<file path="config.mk">
export PLATFORM = sky130hd
export DESIGN_NAME = pcr_core_regs
export DESIGN_NICKNAME = d
export VERILOG_FILES = /design/src/verilog/pcr_core_regs.v /design/src/verilog/pcr_irq_gate.v
export VERILOG_INCLUDE_DIRS = /design/src /design/src/verilog
export SDC_FILE = /design/constraint.sdc
export NUM_CORES = 1
export LEC_CHECK = 0
export BUFFER_PORTS_ARGS = -buffer_cell sky130_fd_sc_hd__buf_2
export CORE_ASPECT_RATIO = 1.1
export CORE_UTILIZATION = 50
export CTS_BUF_LIST = sky130_fd_sc_hd__clkbuf_4
export CTS_CLUSTER_SIZE = 40
export DETAILED_ROUTE_END_ITERATION = 7
export GPL_ROUTABILITY_DRIVEN = 0
export GPL_TIMING_DRIVEN = 0
export PLACE_DENSITY = 0.8
export SYNTH_ARGS = -nofsm -noshare
export SYNTH_HDL_FRONTEND = slang
export SYNTH_SLANG_ARGS = --single-unit
</file>
<file path="constraint.sdc">
create_clock -name clk_i -period 4.3 [get_ports clk_i]
set_input_delay 0.215 -clock clk_i [delete_from_list [all_inputs] [get_ports clk_i]]
set_output_delay 0.215 -clock clk_i [all_outputs]
set_load 0.03 [all_outputs]
</file>
<file path="src/verilog/pcr_consts.vh">
// constants for the program-control register block
// Functional notes
// - instruction pointer is 16 bits, next address
// - sequential execution advances by instruction length
// - branch loads pointer from immediate or register
// - reset loads pointer from bytes 0000H/0001H
// - status word is 8 bits, instruction-driven flags
// - status pushed on interrupt acknowledge and push
// - status popped on break, interrupt return, pop
// - reset sets status word to 02H
// - enable flag 0 blocks all maskable requests
// - enable 1: priority, mask, source priority decide
// - enable cleared by mask-all/acknowledge, set unmask-all
// - zero flag set on zero result, else cleared
// - two bank bits take chosen bank number
// - table call indexes with opcode bits 1-5
// - table lives at 0040H-007FH, any destination
`ifndef PCR_CONSTS_VH
`define PCR_CONSTS_VH

// register offsets on the software port
`define PCR_OFS_IP_LO 3'h0
`define PCR_OFS_IP_HI 3'h1
`define PCR_OFS_STATUS 3'h2
`define PCR_OFS_STK_LO 3'h3
`define PCR_OFS_STK_HI 3'h4
`define PCR_OFS_STATE 3'h5

// status word field positions and reset value
`define PCR_BIT_INT_EN 7
`define PCR_BIT_Z 6
`define PCR_BIT_BANK_HI 5
`define PCR_BIT_BANK_LO 3
`define PCR_BIT_IN_SVC 1
`define PCR_STATUS_RST 8'h02

// memory locations
`define PCR_RST_VEC_LO 16'h0000
`define PCR_RST_VEC_HI 16'h0001
`define PCR_TABLE_BASE 16'h0040
`define PCR_TABLE_LAST 16'h007F
`define PCR_STK_RST 16'h0000

// number of maskable interrupt sources
`define PCR_NUM_IRQ 8

`endif

</file>
<file path="src/verilog/pcr_core_regs.v">
// instruction pointer, status word and stack pointer of the core
`timescale 1ns/10ps
`default_nettype none
`include "pcr_consts.vh"

module pcr_core_regs (
  input wire clk_i,
  input wire rst_n_i,
  // software register port
  input wire [2:0] reg_addr_i,
  input wire [7:0] reg_wdata_i,
  input wire reg_wr_i,
  input wire reg_rd_i,
  output reg [7:0] reg_rdata_o,
  // sequential advance
  input wire advance_i,
  input wire [2:0] instr_len_i,
  // branches
  input wire branch_i,
  input wire branch_from_reg_i,
  input wire [15:0] branch_imm_i,
  input wire [15:0] branch_reg_i,
  // table call
  input wire table_call_instr_i,
  input wire [5:0] table_index_field_i,
  // status word operations
  input wire status_push_instr_i,
  input wire status_pop_instr_i,
  input wire break_return_instr_i,
  input wire interrupt_return_instr_i,
  input wire mask_all_instr_i,
  input wire unmask_all_instr_i,
  input wire bank_choose_instr_i,
  input wire [1:0] bank_num_i,
  input wire result_valid_i,
  input wire [7:0] result_i,
  // interrupt sources
  input wire [`PCR_NUM_IRQ-1:0] irq_req_i,
  input wire [`PCR_NUM_IRQ-1:0] irq_mask_i,
  input wire [`PCR_NUM_IRQ-1:0] irq_low_prio_i,
  input wire irq_ack_i,
  output wire irq_accept_o,
  output wire [`PCR_NUM_IRQ-1:0] irq_grant_o,
  // memory port, read data arrive one cycle after the read strobe
  output reg [15:0] mem_addr_o,
  output reg mem_rd_o,
  output reg mem_wr_o,
  output wire [7:0] mem_wdata_o,
  input wire [7:0] mem_rdata_i,
  // state shown to the core
  output reg [15:0] instruction_pointer_o,
  output wire [7:0] status_word_o,
  output wire [15:0] stack_top_pointer_o,
  output wire [1:0] bank_select_o,
  output wire busy_o
);

  // one-hot sequencer states
  localparam [6:0] ST_BOOT0 = 7'h01;
  localparam [6:0] ST_BOOT1 = 7'h02;
  localparam [6:0] ST_BOOT2 = 7'h04;
  localparam [6:0] ST_IDLE = 7'h08;
  localparam [6:0] ST_TBL1 = 7'h10;
  localparam [6:0] ST_TBL2 = 7'h20;
  localparam [6:0] ST_POP1 = 7'h40;

  reg [6:0] state;
  reg [6:0] next_state;
  reg [7:0] status_word;
  reg [7:0] next_status;
  reg [15:0] stack_top_pointer;
  reg [15:0] next_stack;
  reg [15:0] next_ip;
  reg [7:0] low_byte;
  reg [7:0] next_low;
  reg [15:0] table_addr;
  reg [15:0] next_table;
  wire idle;
  wire do_push;
  wire do_pop;
  wire [15:0] table_entry;

  assign idle = (state == ST_IDLE);
  assign busy_o = ~idle;
  assign status_word_o = status_word;
  assign stack_top_pointer_o = stack_top_pointer;
  assign bank_select_o = {status_word[`PCR_BIT_BANK_HI], status_word[`PCR_BIT_BANK_LO]};
  assign mem_wdata_o = status_word;

  // push on acknowledge or push instruction; any of three returns pops
  assign do_push = idle & (irq_ack_i | status_push_instr_i);
  assign do_pop = idle & ~do_push &
                  (status_pop_instr_i | break_return_instr_i | interrupt_return_instr_i);

  // entry is two bytes per index, so bits 1..5 land on 0040H..007FH
  assign table_entry = `PCR_TABLE_BASE |
                       {10'h000, table_index_field_i[5:1], 1'b0};

  pcr_irq_gate u_gate (
    .interrupt_enable_flag_i(status_word[`PCR_BIT_INT_EN]),
    .in_service_priority_flag_i(status_word[`PCR_BIT_IN_SVC]),
    .irq_req_i(irq_req_i),
    .irq_mask_i(irq_mask_i),
    .irq_low_prio_i(irq_low_prio_i),
    .irq_grant_o(irq_grant_o),
    .irq_accept_o(irq_accept_o)
  );

  // sequencer and instruction pointer next value
  always @* begin
    next_state = state;
    next_ip = instruction_pointer_o;
    next_low = low_byte;
    next_table = table_addr;
    mem_addr_o = 16'h0000;
    mem_rd_o = 1'b0;
    mem_wr_o = 1'b0;
    case (state)
      ST_BOOT0: begin
        mem_addr_o = `PCR_RST_VEC_LO;
        mem_rd_o = 1'b1;
        next_state = ST_BOOT1;
      end
      ST_BOOT1: begin
        next_low = mem_rdata_i;
        mem_addr_o = `PCR_RST_VEC_HI;
        mem_rd_o = 1'b1;
        next_state = ST_BOOT2;
      end
      ST_BOOT2: begin
        next_ip = {mem_rdata_i, low_byte};
        next_state = ST_IDLE;
      end
      ST_IDLE: begin
        if (do_push) begin
          mem_addr_o = stack_top_pointer - 16'h0001;
          mem_wr_o = 1'b1;
        end else if (do_pop) begin
          mem_addr_o = stack_top_pointer;
          mem_rd_o = 1'b1;
          next_state = ST_POP1;
        end else if (table_call_instr_i) begin
          mem_addr_o = table_entry;
          mem_rd_o = 1'b1;
          next_table = table_entry;
          next_state = ST_TBL1;
        end
        // pointer updates share the idle cycle with a stack access
        if (branch_i) begin
          next_ip = branch_from_reg_i ? branch_reg_i : branch_imm_i;
        end else if (advance_i) begin
          next_ip = instruction_pointer_o + {13'h0000, instr_len_i};
        end
      end
      ST_TBL1: begin
        next_low = mem_rdata_i;
        mem_addr_o = table_addr + 16'h0001;
        mem_rd_o = 1'b1;
        next_state = ST_TBL2;
      end
      ST_TBL2: begin
        next_ip = {mem_rdata_i, low_byte};
        next_state = ST_IDLE;
      end
      ST_POP1: begin
        next_state = ST_IDLE;
      end
      default: begin
        next_state = ST_IDLE;
      end
    endcase
  end

  // status word and stack pointer next values; hardware events over software writes
  always @* begin
    next_status = status_word;
    next_stack = stack_top_pointer;
    if (reg_wr_i && reg_addr_i == `PCR_OFS_STATUS) begin
      next_status = reg_wdata_i;
    end
    if (reg_wr_i && reg_addr_i == `PCR_OFS_STK_LO) begin
      next_stack[7:0] = reg_wdata_i;
    end
    if (reg_wr_i && reg_addr_i == `PCR_OFS_STK_HI) begin
      next_stack[15:8] = reg_wdata_i;
    end
    if (idle && result_valid_i) begin
      next_status[`PCR_BIT_Z] = (result_i == 8'h00);
    end
    if (idle && bank_choose_instr_i) begin
      next_status[`PCR_BIT_BANK_HI] = bank_num_i[1];
      next_status[`PCR_BIT_BANK_LO] = bank_num_i[0];
    end
    if (idle && unmask_all_instr_i) begin
      next_status[`PCR_BIT_INT_EN] = 1'b1;
    end
    // clearing wins so an acknowledge never leaves interrupts open
    if (idle && (mask_all_instr_i || irq_ack_i)) begin
      next_status[`PCR_BIT_INT_EN] = 1'b0;
    end
    if (do_push) begin
      next_stack = stack_top_pointer - 16'h0001;
    end
    if (state == ST_POP1) begin
      next_status = mem_rdata_i;
      next_stack = stack_top_pointer + 16'h0001;
    end
  end

  // state registers
  always @(posedge clk_i or negedge rst_n_i) begin
    if (!rst_n_i) begin
      state <= ST_BOOT0;
      instruction_pointer_o <= 16'h0000;
      status_word <= `PCR_STATUS_RST;
      stack_top_pointer <= `PCR_STK_RST;
      low_byte <= 8'h00;
      table_addr <= 16'h0000;
    end else begin
      state <= next_state;
      instruction_pointer_o <= next_ip;
      status_word <= next_status;
      stack_top_pointer <= next_stack;
      low_byte <= next_low;
      table_addr <= next_table;
    end
  end

  // register read data, valid the cycle after the read strobe
  always @(posedge clk_i or negedge rst_n_i) begin
    if (!rst_n_i) begin
      reg_rdata_o <= 8'h00;
    end else if (reg_rd_i) begin
      case (reg_addr_i)
        `PCR_OFS_IP_LO: reg_rdata_o <= instruction_pointer_o[7:0];
        `PCR_OFS_IP_HI: reg_rdata_o <= instruction_pointer_o[15:8];
        `PCR_OFS_STATUS: reg_rdata_o <= status_word;
        `PCR_OFS_STK_LO: reg_rdata_o <= stack_top_pointer[7:0];
        `PCR_OFS_STK_HI: reg_rdata_o <= stack_top_pointer[15:8];
        `PCR_OFS_STATE: reg_rdata_o <= {1'b0, state};
        default: reg_rdata_o <= 8'h00;
      endcase
    end else begin
      reg_rdata_o <= 8'h00;
    end
  end

endmodule // pcr_core_regs

`default_nettype wire

</file>
<file path="src/verilog/pcr_irq_gate.v">
// maskable interrupt acceptance gate
`timescale 1ns/10ps
`default_nettype none
`include "pcr_consts.vh"

module pcr_irq_gate (
  input wire interrupt_enable_flag_i,
  input wire in_service_priority_flag_i,
  input wire [`PCR_NUM_IRQ-1:0] irq_req_i,
  input wire [`PCR_NUM_IRQ-1:0] irq_mask_i,
  input wire [`PCR_NUM_IRQ-1:0] irq_low_prio_i,
  output wire [`PCR_NUM_IRQ-1:0] irq_grant_o,
  output wire irq_accept_o
);

  wire [`PCR_NUM_IRQ-1:0] eligible;
  genvar g;

  // per source: unmasked, and low priority only when in-service flag allows it
  generate
    for (g = 0; g < `PCR_NUM_IRQ; g = g + 1) begin : g_src
      assign eligible[g] = interrupt_enable_flag_i & irq_req_i[g] & ~irq_mask_i[g] &
                           (~irq_low_prio_i[g] | in_service_priority_flag_i);
    end
  endgenerate

  // lowest index wins, a fixed order keeps the choice deterministic
  assign irq_grant_o = eligible & (~eligible + {{(`PCR_NUM_IRQ-1){1'b0}}, 1'b1});
  assign irq_accept_o = |eligible;

endmodule // pcr_irq_gate

`default_nettype wire
</file>
* Yosys cells after proc, flatten, opt, wreduce, memory -nomap -nowiden
Cells that the tools add are included.
** Word-level totals
- Output and inout port bits :: 86
- Flip-flop bits (word level) :: 69
** Cells by class
- Muxes and demuxes :: 31
- Reduce and logical (&&, ||, !) cells :: 24
- Eq/ne operators :: 15
- $add $sub $neg :: 5
- Bitwise logic cells :: 59
** Operators with widths (number)
- 16-bit 2-to-1 mux :: 7
- 16-bit case mux with 3 select lines :: 1
- 8-bit case mux with 6 select lines :: 1
- 8-bit 2-to-1 mux :: 5
- 16-bit case mux with 2 select lines :: 1
- 7-bit 2-to-1 mux :: 4
- 7-bit case mux with 4 select lines :: 1
- 1-bit AND :: 27
- 1-bit inverter :: 19
- 16-bit by 1-bit adder with 16-bit output (second input constant) :: 1
- 16-bit by 3-bit adder with 16-bit output :: 1
- 16-bit by 1-bit subtractor with 16-bit output (second input constant) :: 1
- 3-bit nonzero test :: 4
- 1-bit OR :: 11
- 1-bit 2-to-1 mux :: 10
- 7-bit by 1-bit adder with 8-bit output (second input constant) :: 1
- 8-bit by 1-bit adder with 8-bit output (second input constant) :: 1
- 8-bit AND :: 1
- 8-bit zero test :: 1
- 8-bit inverter :: 1
- 8-bit OR reduction :: 1
- 7-bit by 1-bit == test with 1-bit output (second input constant) :: 1
- 7-bit by 2-bit == test with 1-bit output (second input constant) :: 1
- 7-bit by 3-bit == test with 1-bit output (second input constant) :: 1
- 20 further kinds :: 31

* Depth between registers and ports, before layout
Gate-level depths: netlist of run 1.
- Word-level depth :: 8
- Gate-level depth with buffers :: 9
- Mapped depth without buffers :: 7

* By module
From an unflattened synthesis of run 1, not the netlist that was laid out.
** Second synthesis, totals
- Cell total of the unflattened synthesis :: 669
- Area total of the unflattened synthesis :: 5574.1 um2
** By module, submodules not included
- pcr_core_regs :: times used 1, seq. area each 1729.2 um2, area an instance 5355.1 um2, cells an instance 632
- pcr_irq_gate :: times used 1, seq. area each 0.0 um2, area an instance 219.0 um2, cells an instance 37

* Worst setup path before layout of run 1
No wires, ideal clock.
- Path kind :: register to output
- From :: register stack_top_pointer[0] (netlist: stack_top_pointer_o[0])
- To :: output port mem_addr_o[14]
- Path buffers :: 1
- Data required time :: 4085 ps
- Arrival time :: 2707 ps
- Stages on the path, launching flop included :: 8
- Slack :: 1378 ps
- Path through :: dfrtp_1 clkbuf_1 inv_1 ha_1 nor3b_2 nand2_1 or4_1 o21ai_0
** Between the ends
- Cells in the longest elaborated chain, start to end :: 3
** Ends and longest elaborated chain
- start, declared :: line pcr_core_regs.v:71 : reg [15:0] stack_top_pointer;
- start signal, assigned :: line pcr_core_regs.v:216 : stack_top_pointer <= `PCR_STK_RST;
- start signal, assigned :: line pcr_core_regs.v:223 : stack_top_pointer <= next_stack;
- 16-bit by 1-bit subtractor with 16-bit output :: line pcr_core_regs.v:136 : mem_addr_o = stack_top_pointer - 16'h0001;
- 16-bit 2-to-1 mux :: line pcr_core_regs.v:135 : if (do_push) begin
- 16-bit case mux with 3 select lines :: line pcr_core_regs.v:118 : case (state)
- end, declared :: line pcr_core_regs.v:45 : output reg [15:0] mem_addr_o,
Every way passes these cells.

* Worst setup path after layout of run 1
Same ends and word-level chain as after synthesis.

==> key figures, run 1 <==
Worst hold path
  – Worst hold stages: 3
  – Hold wc startpoint: mem_rdata_i[3]
  – Hold WC Path Type: input port to register

Final layout
  – Register Area: 1730 µm²
  – Share of layout cells above drive strength 1: 31.5%
  – # fillers: 1026
  – Layout overhead on the synthesized area: 23.7%
  – # diodes: 0
  – Footprint of the multi-input gates: 3410 µm²
  – Final #Nets: 1007

Global route
  – Tot GR Track Use: 33.0%
  – Grt total ovfl: 0
  – Vias in the first global route: 5804
  – Antenna violations before repair: 0
  – First-pass GRT wire length: 29300 µm
  – Largest net degree at the start of global routing: 70

Power
  – Power share of the clock group: 11.0%
  – Reported net switching power: 1.68 mW
  – Sequential share of power: 32.3%
  – Pwr/cell area: 473 nW/µm²
  – Leak: 3.17 nW
  – Switching Share: 51.5%
  – Comb pwr share: 56.7%
  – Max rail drop VDD: 386 µV
  – Internal power: 1.58 mW

Floorplanning
  – Die Wd: 103 µm
  – Starting Density: 51.1%
  – Die ar.: 11600 µm²
  – IO Pins: 197
  – FP Rows: 40
  – Die height: 113 µm
  – Core area: 10900 µm²

Timing
  – Hold Fails Final Rpt: 0
  – Slew Viols, Final: 0
  – Rel. slew slack: 40.0%
  – Fin crit share: 81.6%
  – Setup TNS: 0 ps
  – Final worst-path setup slack: 789 ps
  – RSZ-0062 raised after global routing: false
  – Final Skew: 16.1 ps
  – F_max: 285 MHz
  – Final setup viols: 0
  – Fin crit period: 3510 ps
  – Worst slew pin tran: 900 ps

Logic synthesis
  – Avg Cell Area, Syn: 8.21 µm²
  – Mapped cell area: 5570 µm²
  – Sequential area share after synthesis: 31.0%
  – Yosys Warn Count: 0
  – Number of flops mapped to enable cells by yosys: 0
  – Cells after Synth: 679
  – FFs w/ async S/R, synth: 100%
  – Cell variety after synth: 77
  – Syn Nets: 796
  – Most used DFF post-synth: dfrtp_1
  – Seq cells post-synth: 69

Job
  – Max Cap Violations: 0

Clocking
  – Number of CTS-inserted buffers: 9
  – CTS clock-pin slew for the worst setup and hold paths: 120 ps
  – Htree depth: 3
  – Worst-skew pair later-pin latency: 450 ps
  – CTS tree: yes
  – Post-cts resize count: 0
  – CTS Buffer Depth: 2
  – Clock Sinks: 69
  – Clk root buf: clkbuf_4

Worst setup path
  – WP data required: 4090 ps
  – Reg2reg start: stack_top_pointer_o[0]$_DFFE_PN0P_
  – Worst EP arrival: 3300 ps
  – CP Launch Type: register
  – Largest stage delay, worst path: 520 ps
  – Worst Setup SP: stack_top_pointer_o[0]$_DFFE_PN0P_
  – Delay-heaviest family, CP: simple AND/OR/NAND/NOR gates
  – Worst path cell trace: clkbuf_1, inv_1, ha_1, nor3b_2, nand2_1, or4_1, o21ai_0, buf_2
  – Critical Path Slowest Stage Cell: or4_1
  – Worst path depth: 8
  – Max FO, Critical Path: 10
  – CP bufs+invs: 3
  – CP endpoint kind: primary output
  – Reg2Reg Depth: 8
  – Crit Path Class: register to primary output

Place
  – Final HPWL DP: 14300 µm
  – Number of I/O port buffers: 194
  – Post-place setup slack: 1390 ps

Detailed routing
  – DRT Wirelength: 18800 µm
  – Drt first-iter violations: 462
  – Wire per inst: 18.1 µm
  – Drt via density: 6.12
  – # DRC: 0
  – DR vias: 6374
  – Routed Antenna Nets: 0
  – DR pass1 iterations: 5

Run status
  – Status: finished clean
per-layer routing:
metal	part of all wire [%]	vias up	track usage, %
li1	-	2931	-
met1	38	2953	43.3
met2	47	418	52.7
met3	11	72	5.50
met4	3.9	0	15.8
met5	0	-	0
power by group through the flow:
stage                     Combinational, mW  Clock (mW)  Sequential (mW)
final                                  1.85       0.359             1.05
after floorplan                        1.03           0             1.26
after global placement                 1.80           0             1.05
after CTS                              1.82       0.364             1.04
after detailed placement               1.81           0             1.06
after global routing                   1.97       0.392             1.08
worst paths after layout:
check	endpoint	slack (ps)
min in group asynchronous	instruction_pointer_o[2]$_DFFE_PN0P_	440
setup reg to reg	stack_top_pointer_o[14]$_DFFE_PN0P_	1400
max in group asynchronous	table_addr[6]$_DFFE_PN0P_	3270
setup / recovery	mem_addr_o[14]	790
hold / removal	mem_wdata_o[3]$_DFFE_PN0P_	20
hold reg to reg	table_addr[6]$_DFFE_PN0P_	480
timing repair:
action,in CTS,in global routing
buffers inserted,0,0
setup endpoints to repair,0,0
hold buffers,6,0
endpoints found under the hold margin,72,0
cell type report:
| type | count | area share [%] |
|---|---|---|
| inverter | 20 | 1.09 |
| tap | 147 | 2.67 |
| buffer | 67 | 5.24 |
| timing repair buffer | 200 | 15.0 |
| multi-input combinational | 523 | 49.4 |
| clock buffer | 10 | 1.09 |
| sequential | 69 | 25.1 |
| clock inverter | 6 | 0.435 |
worst register-to-register path: stages, from the launching register on:
cell	delay, ps
dfrtp_1	450
clkbuf_1	270
inv_1	140
ha_1	270
nor3b_2	450
nand2_1	320
or4_1	530
a31oi_1	190
o221a_2	210
placed cells by master, fill, tap and decap left out, types with 5 or more instances in the layout:
master | netlist | final
and3_1 | 5 | 5
nor4b_1 | 6 | 6
a211oi_1 | 14 | 14
a21oi_1 | 52 | 52
ha_1 | 5 | 5
nand2b_1 | 12 | 12
nor3_1 | 24 | 24
clkbuf_1 | 32 | 32
clkbuf_4 | 0 | 10
nand3_1 | 26 | 26
or3_1 | 8 | 8
buf_2 | 10 | 203
o21ai_0 | 40 | 40
mux2i_1 | 26 | 26
a22oi_1 | 10 | 10
mux2_2 | 19 | 19
nand4b_1 | 9 | 9
nand2_1 | 71 | 71
o22ai_1 | 10 | 10
nor4_1 | 7 | 7
xnor2_1 | 9 | 9
nor2_1 | 46 | 46
dlygate4sd3_1 | 0 | 6
buf_4 | 16 | 17
dfrtp_1 | 67 | 67
a31oi_1 | 10 | 10
and2_1 | 13 | 13
o31ai_1 | 11 | 11
inv_1 | 19 | 19
nand4_1 | 9 | 9
cells in the mapped netlist (3+ instances only):
cell type | n | area share [%]
nand2b_1 | 12 | 1.3
nand4b_1 | 9 | 1.4
xnor2_1 | 9 | 1.4
nor4b_1 | 6 | 0.94
a21oi_1 | 52 | 4.7
a22o_1 | 3 | 0.47
nand3_1 | 26 | 2.3
mux2i_1 | 26 | 4.7
nor2b_1 | 4 | 0.45
clkbuf_1 | 32 | 2.2
nor2_1 | 46 | 3.1
buf_2 | 10 | 0.90
a22oi_1 | 10 | 1.3
ha_1 | 5 | 1.1
or4_1 | 4 | 0.54
nand2_1 | 71 | 4.8
a211o_1 | 4 | 0.63
o31ai_1 | 11 | 1.5
or3_1 | 8 | 0.90
nand4_1 | 9 | 1.0
nor4_1 | 7 | 0.79
o22ai_1 | 10 | 1.1
dfrtp_1 | 67 | 30
mux2_2 | 19 | 3.8
o221a_2 | 3 | 0.61
nor3_1 | 24 | 2.2
o211ai_1 | 3 | 0.40
buf_4 | 16 | 2.2
nor3_2 | 3 | 0.54
mux4_2 | 4 | 1.6
a41oi_1 | 3 | 0.47
nor3b_1 | 4 | 0.54
a31oi_1 | 10 | 1.1
and2_1 | 13 | 1.5
o311ai_0 | 3 | 0.47
a211oi_1 | 14 | 1.9
xor2_1 | 4 | 0.63
inv_1 | 19 | 1.3
o21ai_0 | 40 | 3.6
buf_6 | 4 | 0.81
and3_1 | 5 | 0.56
cells by family (layout without fill, tap and decap cells):
logic type,after synthesis,count (layout),synth area share [%]
xor+xnor,13,13,2.04
buf+inv,87,303,7.83
flops,69,69,31.0
compound gates,190,190,22.1
simple gates,264,264,25.4
fa+ha+maj,6,6,1.48
mux,49,49,10.1
other cells,1,1,0.0673
registers in the layout, indices dropped and copies added, names as in the netlist:
signal and count:
low_byte 8, mem_wdata_o 8, reg_rdata_o 8, stack_top_pointer_o 16
table_addr 6, state 7, instruction_pointer_o 16
per-stage QoR:
stage | std cells | hold WS (ps) | instance area, µm² | power [mW] | utilization [%]
after floorplan | 679 | -80.6 | 5570 | 2.29 | -
after global placement | 1020 | 430 | 6730 | 2.85 | 61.7
final | 1042 | 21.9 | 6900 | 3.26 | 63.2
after CTS | 1042 | 5.81 | 6900 | 3.23 | 63.2
after global routing | 1042 | 3.82 | 6900 | 3.44 | 63.2
after detailed placement | 1020 | 393 | 6730 | 2.86 | 61.7
Power figures use the tool's default switching activity.
==> run 2: changes to the inputs <==
CORE_UTILIZATION = 47   (was 50)
PLACE_DENSITY = 0.79   (was 0.8)
clock period = 3 ns   (was 4.3 ns; I/O delays follow)
==> run 2 against run 1 <==
- clock power increased by 46%
- the run now ends with hold timing left
- critical endpoint is now mem_addr_o[6]
- register-to-register slack got worse by 860 ps
- non-clock buffer count increased by 10
- sequential cell count unchanged
- utilization decreased by 1.6 points
- design area increased by 2.7%
==> key figures, run 2 (synthesis results as in run 1) <==
Run status
  – Status: complete, but fails checks
  – Failing checks: hold timing

Power
  – Leak: 3.24 nW
  – Max rail drop VDD: 594 µV
  – Power Total: 4.76 mW
  – Pwr/cell area: 672 nW/µm²

Clocking
  – CTS Buffer Depth: 2
  – Htree depth: 3
  – Number of CTS-inserted buffers: 9
  – CTS tree: yes
  – Clk root buf: clkbuf_4
  – Worst-skew pair later-pin latency: 450 ps
  – Clock Sinks: 69
  – CTS clock-pin slew for the worst setup and hold paths: 140 ps

Detailed routing
  – Drt first-iter violations: 502
  – DRT Wirelength: 19300 µm
  – DR vias: 6302
  – Routed Antenna Nets: 0
  – Wire per inst: 18.3 µm
  – DR pass1 iterations: 7
  – Drt via density: 5.98
  – # DRC: 0

Worst setup path
  – Worst path cell trace: buf_2, inv_1, ha_4, or3b_2, o31ai_2, a21oi_1, a221o_1, buf_2
  – Max FO, Critical Path: 10
  – CP bufs+invs: 3
  – Worst Setup SP: stack_top_pointer_o[0]$_DFFE_PN0P_
  – Worst EP arrival: 2720 ps
  – Most used cell, CP: buf_2
  – Reg2reg start: state[2]$_DFFE_PN0P_
  – Crit Path Class: register to primary output
  – Delay-heaviest family, CP: compound AO/OA/AOI/OAI gates
  – WP data required: 2850 ps
  – CP Launch Type: register
  – Critical Path Slowest Stage Cell: or3b_2
  – CP endpoint kind: primary output
  – Largest stage delay, worst path: 470 ps

Floorplanning
  – Die height: 116 µm
  – Core area: 11500 µm²
  – IO Pins: 197
  – Die Wd: 106 µm
  – FP Rows: 41
  – Die ar.: 12300 µm²
  – Starting Density: 48.5%

Final layout
  – Non-Filler Instances: 1054
  – Layout Utilization: 61.7%
  – Share of layout cells above drive strength 1: 33.1%
  – Layout overhead on the synthesized area: 27.1%
  – Commonest non-fill, non-tap cell in the layout: buf_2
  – # fillers: 1059
  – # diodes: 0
  – Final #Nets: 1017
  – Most frequent cells in the layout: 203 x buf_2, 70 x nand2_1, 66 x dfrtp_1, 52 x a21oi_1, 45 x nor2_1

Timing
  – Final setup viols: 0
  – Slew Viols, Final: 0
  – Setup TNS: 0 ps
  – Fin crit share: 95.8%
  – Rel. slew slack: 39.7%
  – F_max: 348 MHz
  – Min Hold Slack: -7.34 ps
  – Final Skew: 27.5 ps
  – Fin crit period: 2870 ps
  – Worst slew pin tran: 904 ps
  – Hold Fails Final Rpt: 1
  – Final worst-path setup slack: 127 ps

Place
  – Final HPWL DP: 14500 µm
  – Post-place setup slack: 150 ps
  – Placed insts: 1023
  – Number of I/O port buffers: 194

Global route
  – Grt total ovfl: 0
  – First-pass GRT wire length: 29600 µm
  – Antenna violations before repair: 0
  – Largest net degree at the start of global routing: 70
  – Tot GR Track Use: 30.6%
  – Vias in the first global route: 5744

Worst hold path
  – Hold wc startpoint: mem_rdata_i[4]
  – Hold WC Path Type: input port to register

Job
  – Max Cap Violations: 0
[run 2: worst register-to-register path, stage by stage, from the launching register on]
cell	delay [ps]
dfrtp_1	340
clkbuf_1	380
nor4b_1	140
nand2_1	150
clkbuf_1	420
clkbuf_1	440
o21ai_0	250
o22ai_1	260
[run 2: cell type report]
type                       instances  area (µm²)  share of cell area, %
buffer                            67         365                   5.16
clock buffer                       9        67.6                  0.954
clock inverter                     6        31.3                  0.442
inverter                          20        75.1                   1.06
multi-input combinational        523        3510                   49.5
sequential                        69        1730                   24.4
tap                              150         188                   2.65
timing repair buffer             210        1120                   15.8
[run 2: worst paths after layout]
check / to / depth (start not counted) / slack, ps
min reg2reg: table_addr[6]$_DFFE_PN0P_ / 1 / 480
min: mem_wdata_o[4]$_DFFE_PN0P_ / 3 / -7
max reg2reg: mem_wdata_o[7]$_DFFE_PN0P_ / 7 / 540
max: mem_addr_o[6] / 8 / 130
min in group asynchronous: stack_top_pointer_o[9]$_DFFE_PN0P_ / 2 / 360
max in group asynchronous: stack_top_pointer_o[0]$_DFFE_PN0P_ / 2 / 1970
[run 2: metal layers]
layer | vias up | GRT usage, % | wire length (µm) | part of all wire (%)
met5 | - | 0 | 0 | 0
li1 | 2940 | - | - | -
met2 | 396 | 51.8 | 9320 | 48
met1 | 2912 | 39.4 | 7490 | 39
met3 | 54 | 5.36 | 2030 | 11
met4 | 0 | 11.9 | 480 | 2.5
[run 2: power breakdown]
group | internal [mW] | leakage (nW) | switching [mW]
clock network | 0.157 | 0.0588 | 0.368
registers | 1.18 | 0.833 | 0.347
logic | 0.950 | 2.35 | 1.75
total | 2.29 | 3.24 | 2.47
[run 2: per-stage QoR]
| stage | hold WS, ps | cell area, µm² |
|---|---|---|
| 3_5_place_dp | 328 | 6740 |
| 5_1_grt | 5.56 | 7080 |
| 6_report | -7.34 | 7080 |
| 3_3_place_gp | 368 | 6730 |
| 4_1_cts | 1.69 | 7000 |
| 2_1_floorplan | -146 | 5570 |
[run 2: repair_timing]
item                                   CTS  global route
buffers inserted                         3             3
gates cloned                             0             0
endpoints found under the hold margin   77             0
setup endpoints to repair               16            13
gates resized for setup                  9            13
pin swaps                                1             2
hold buffers                            10             0
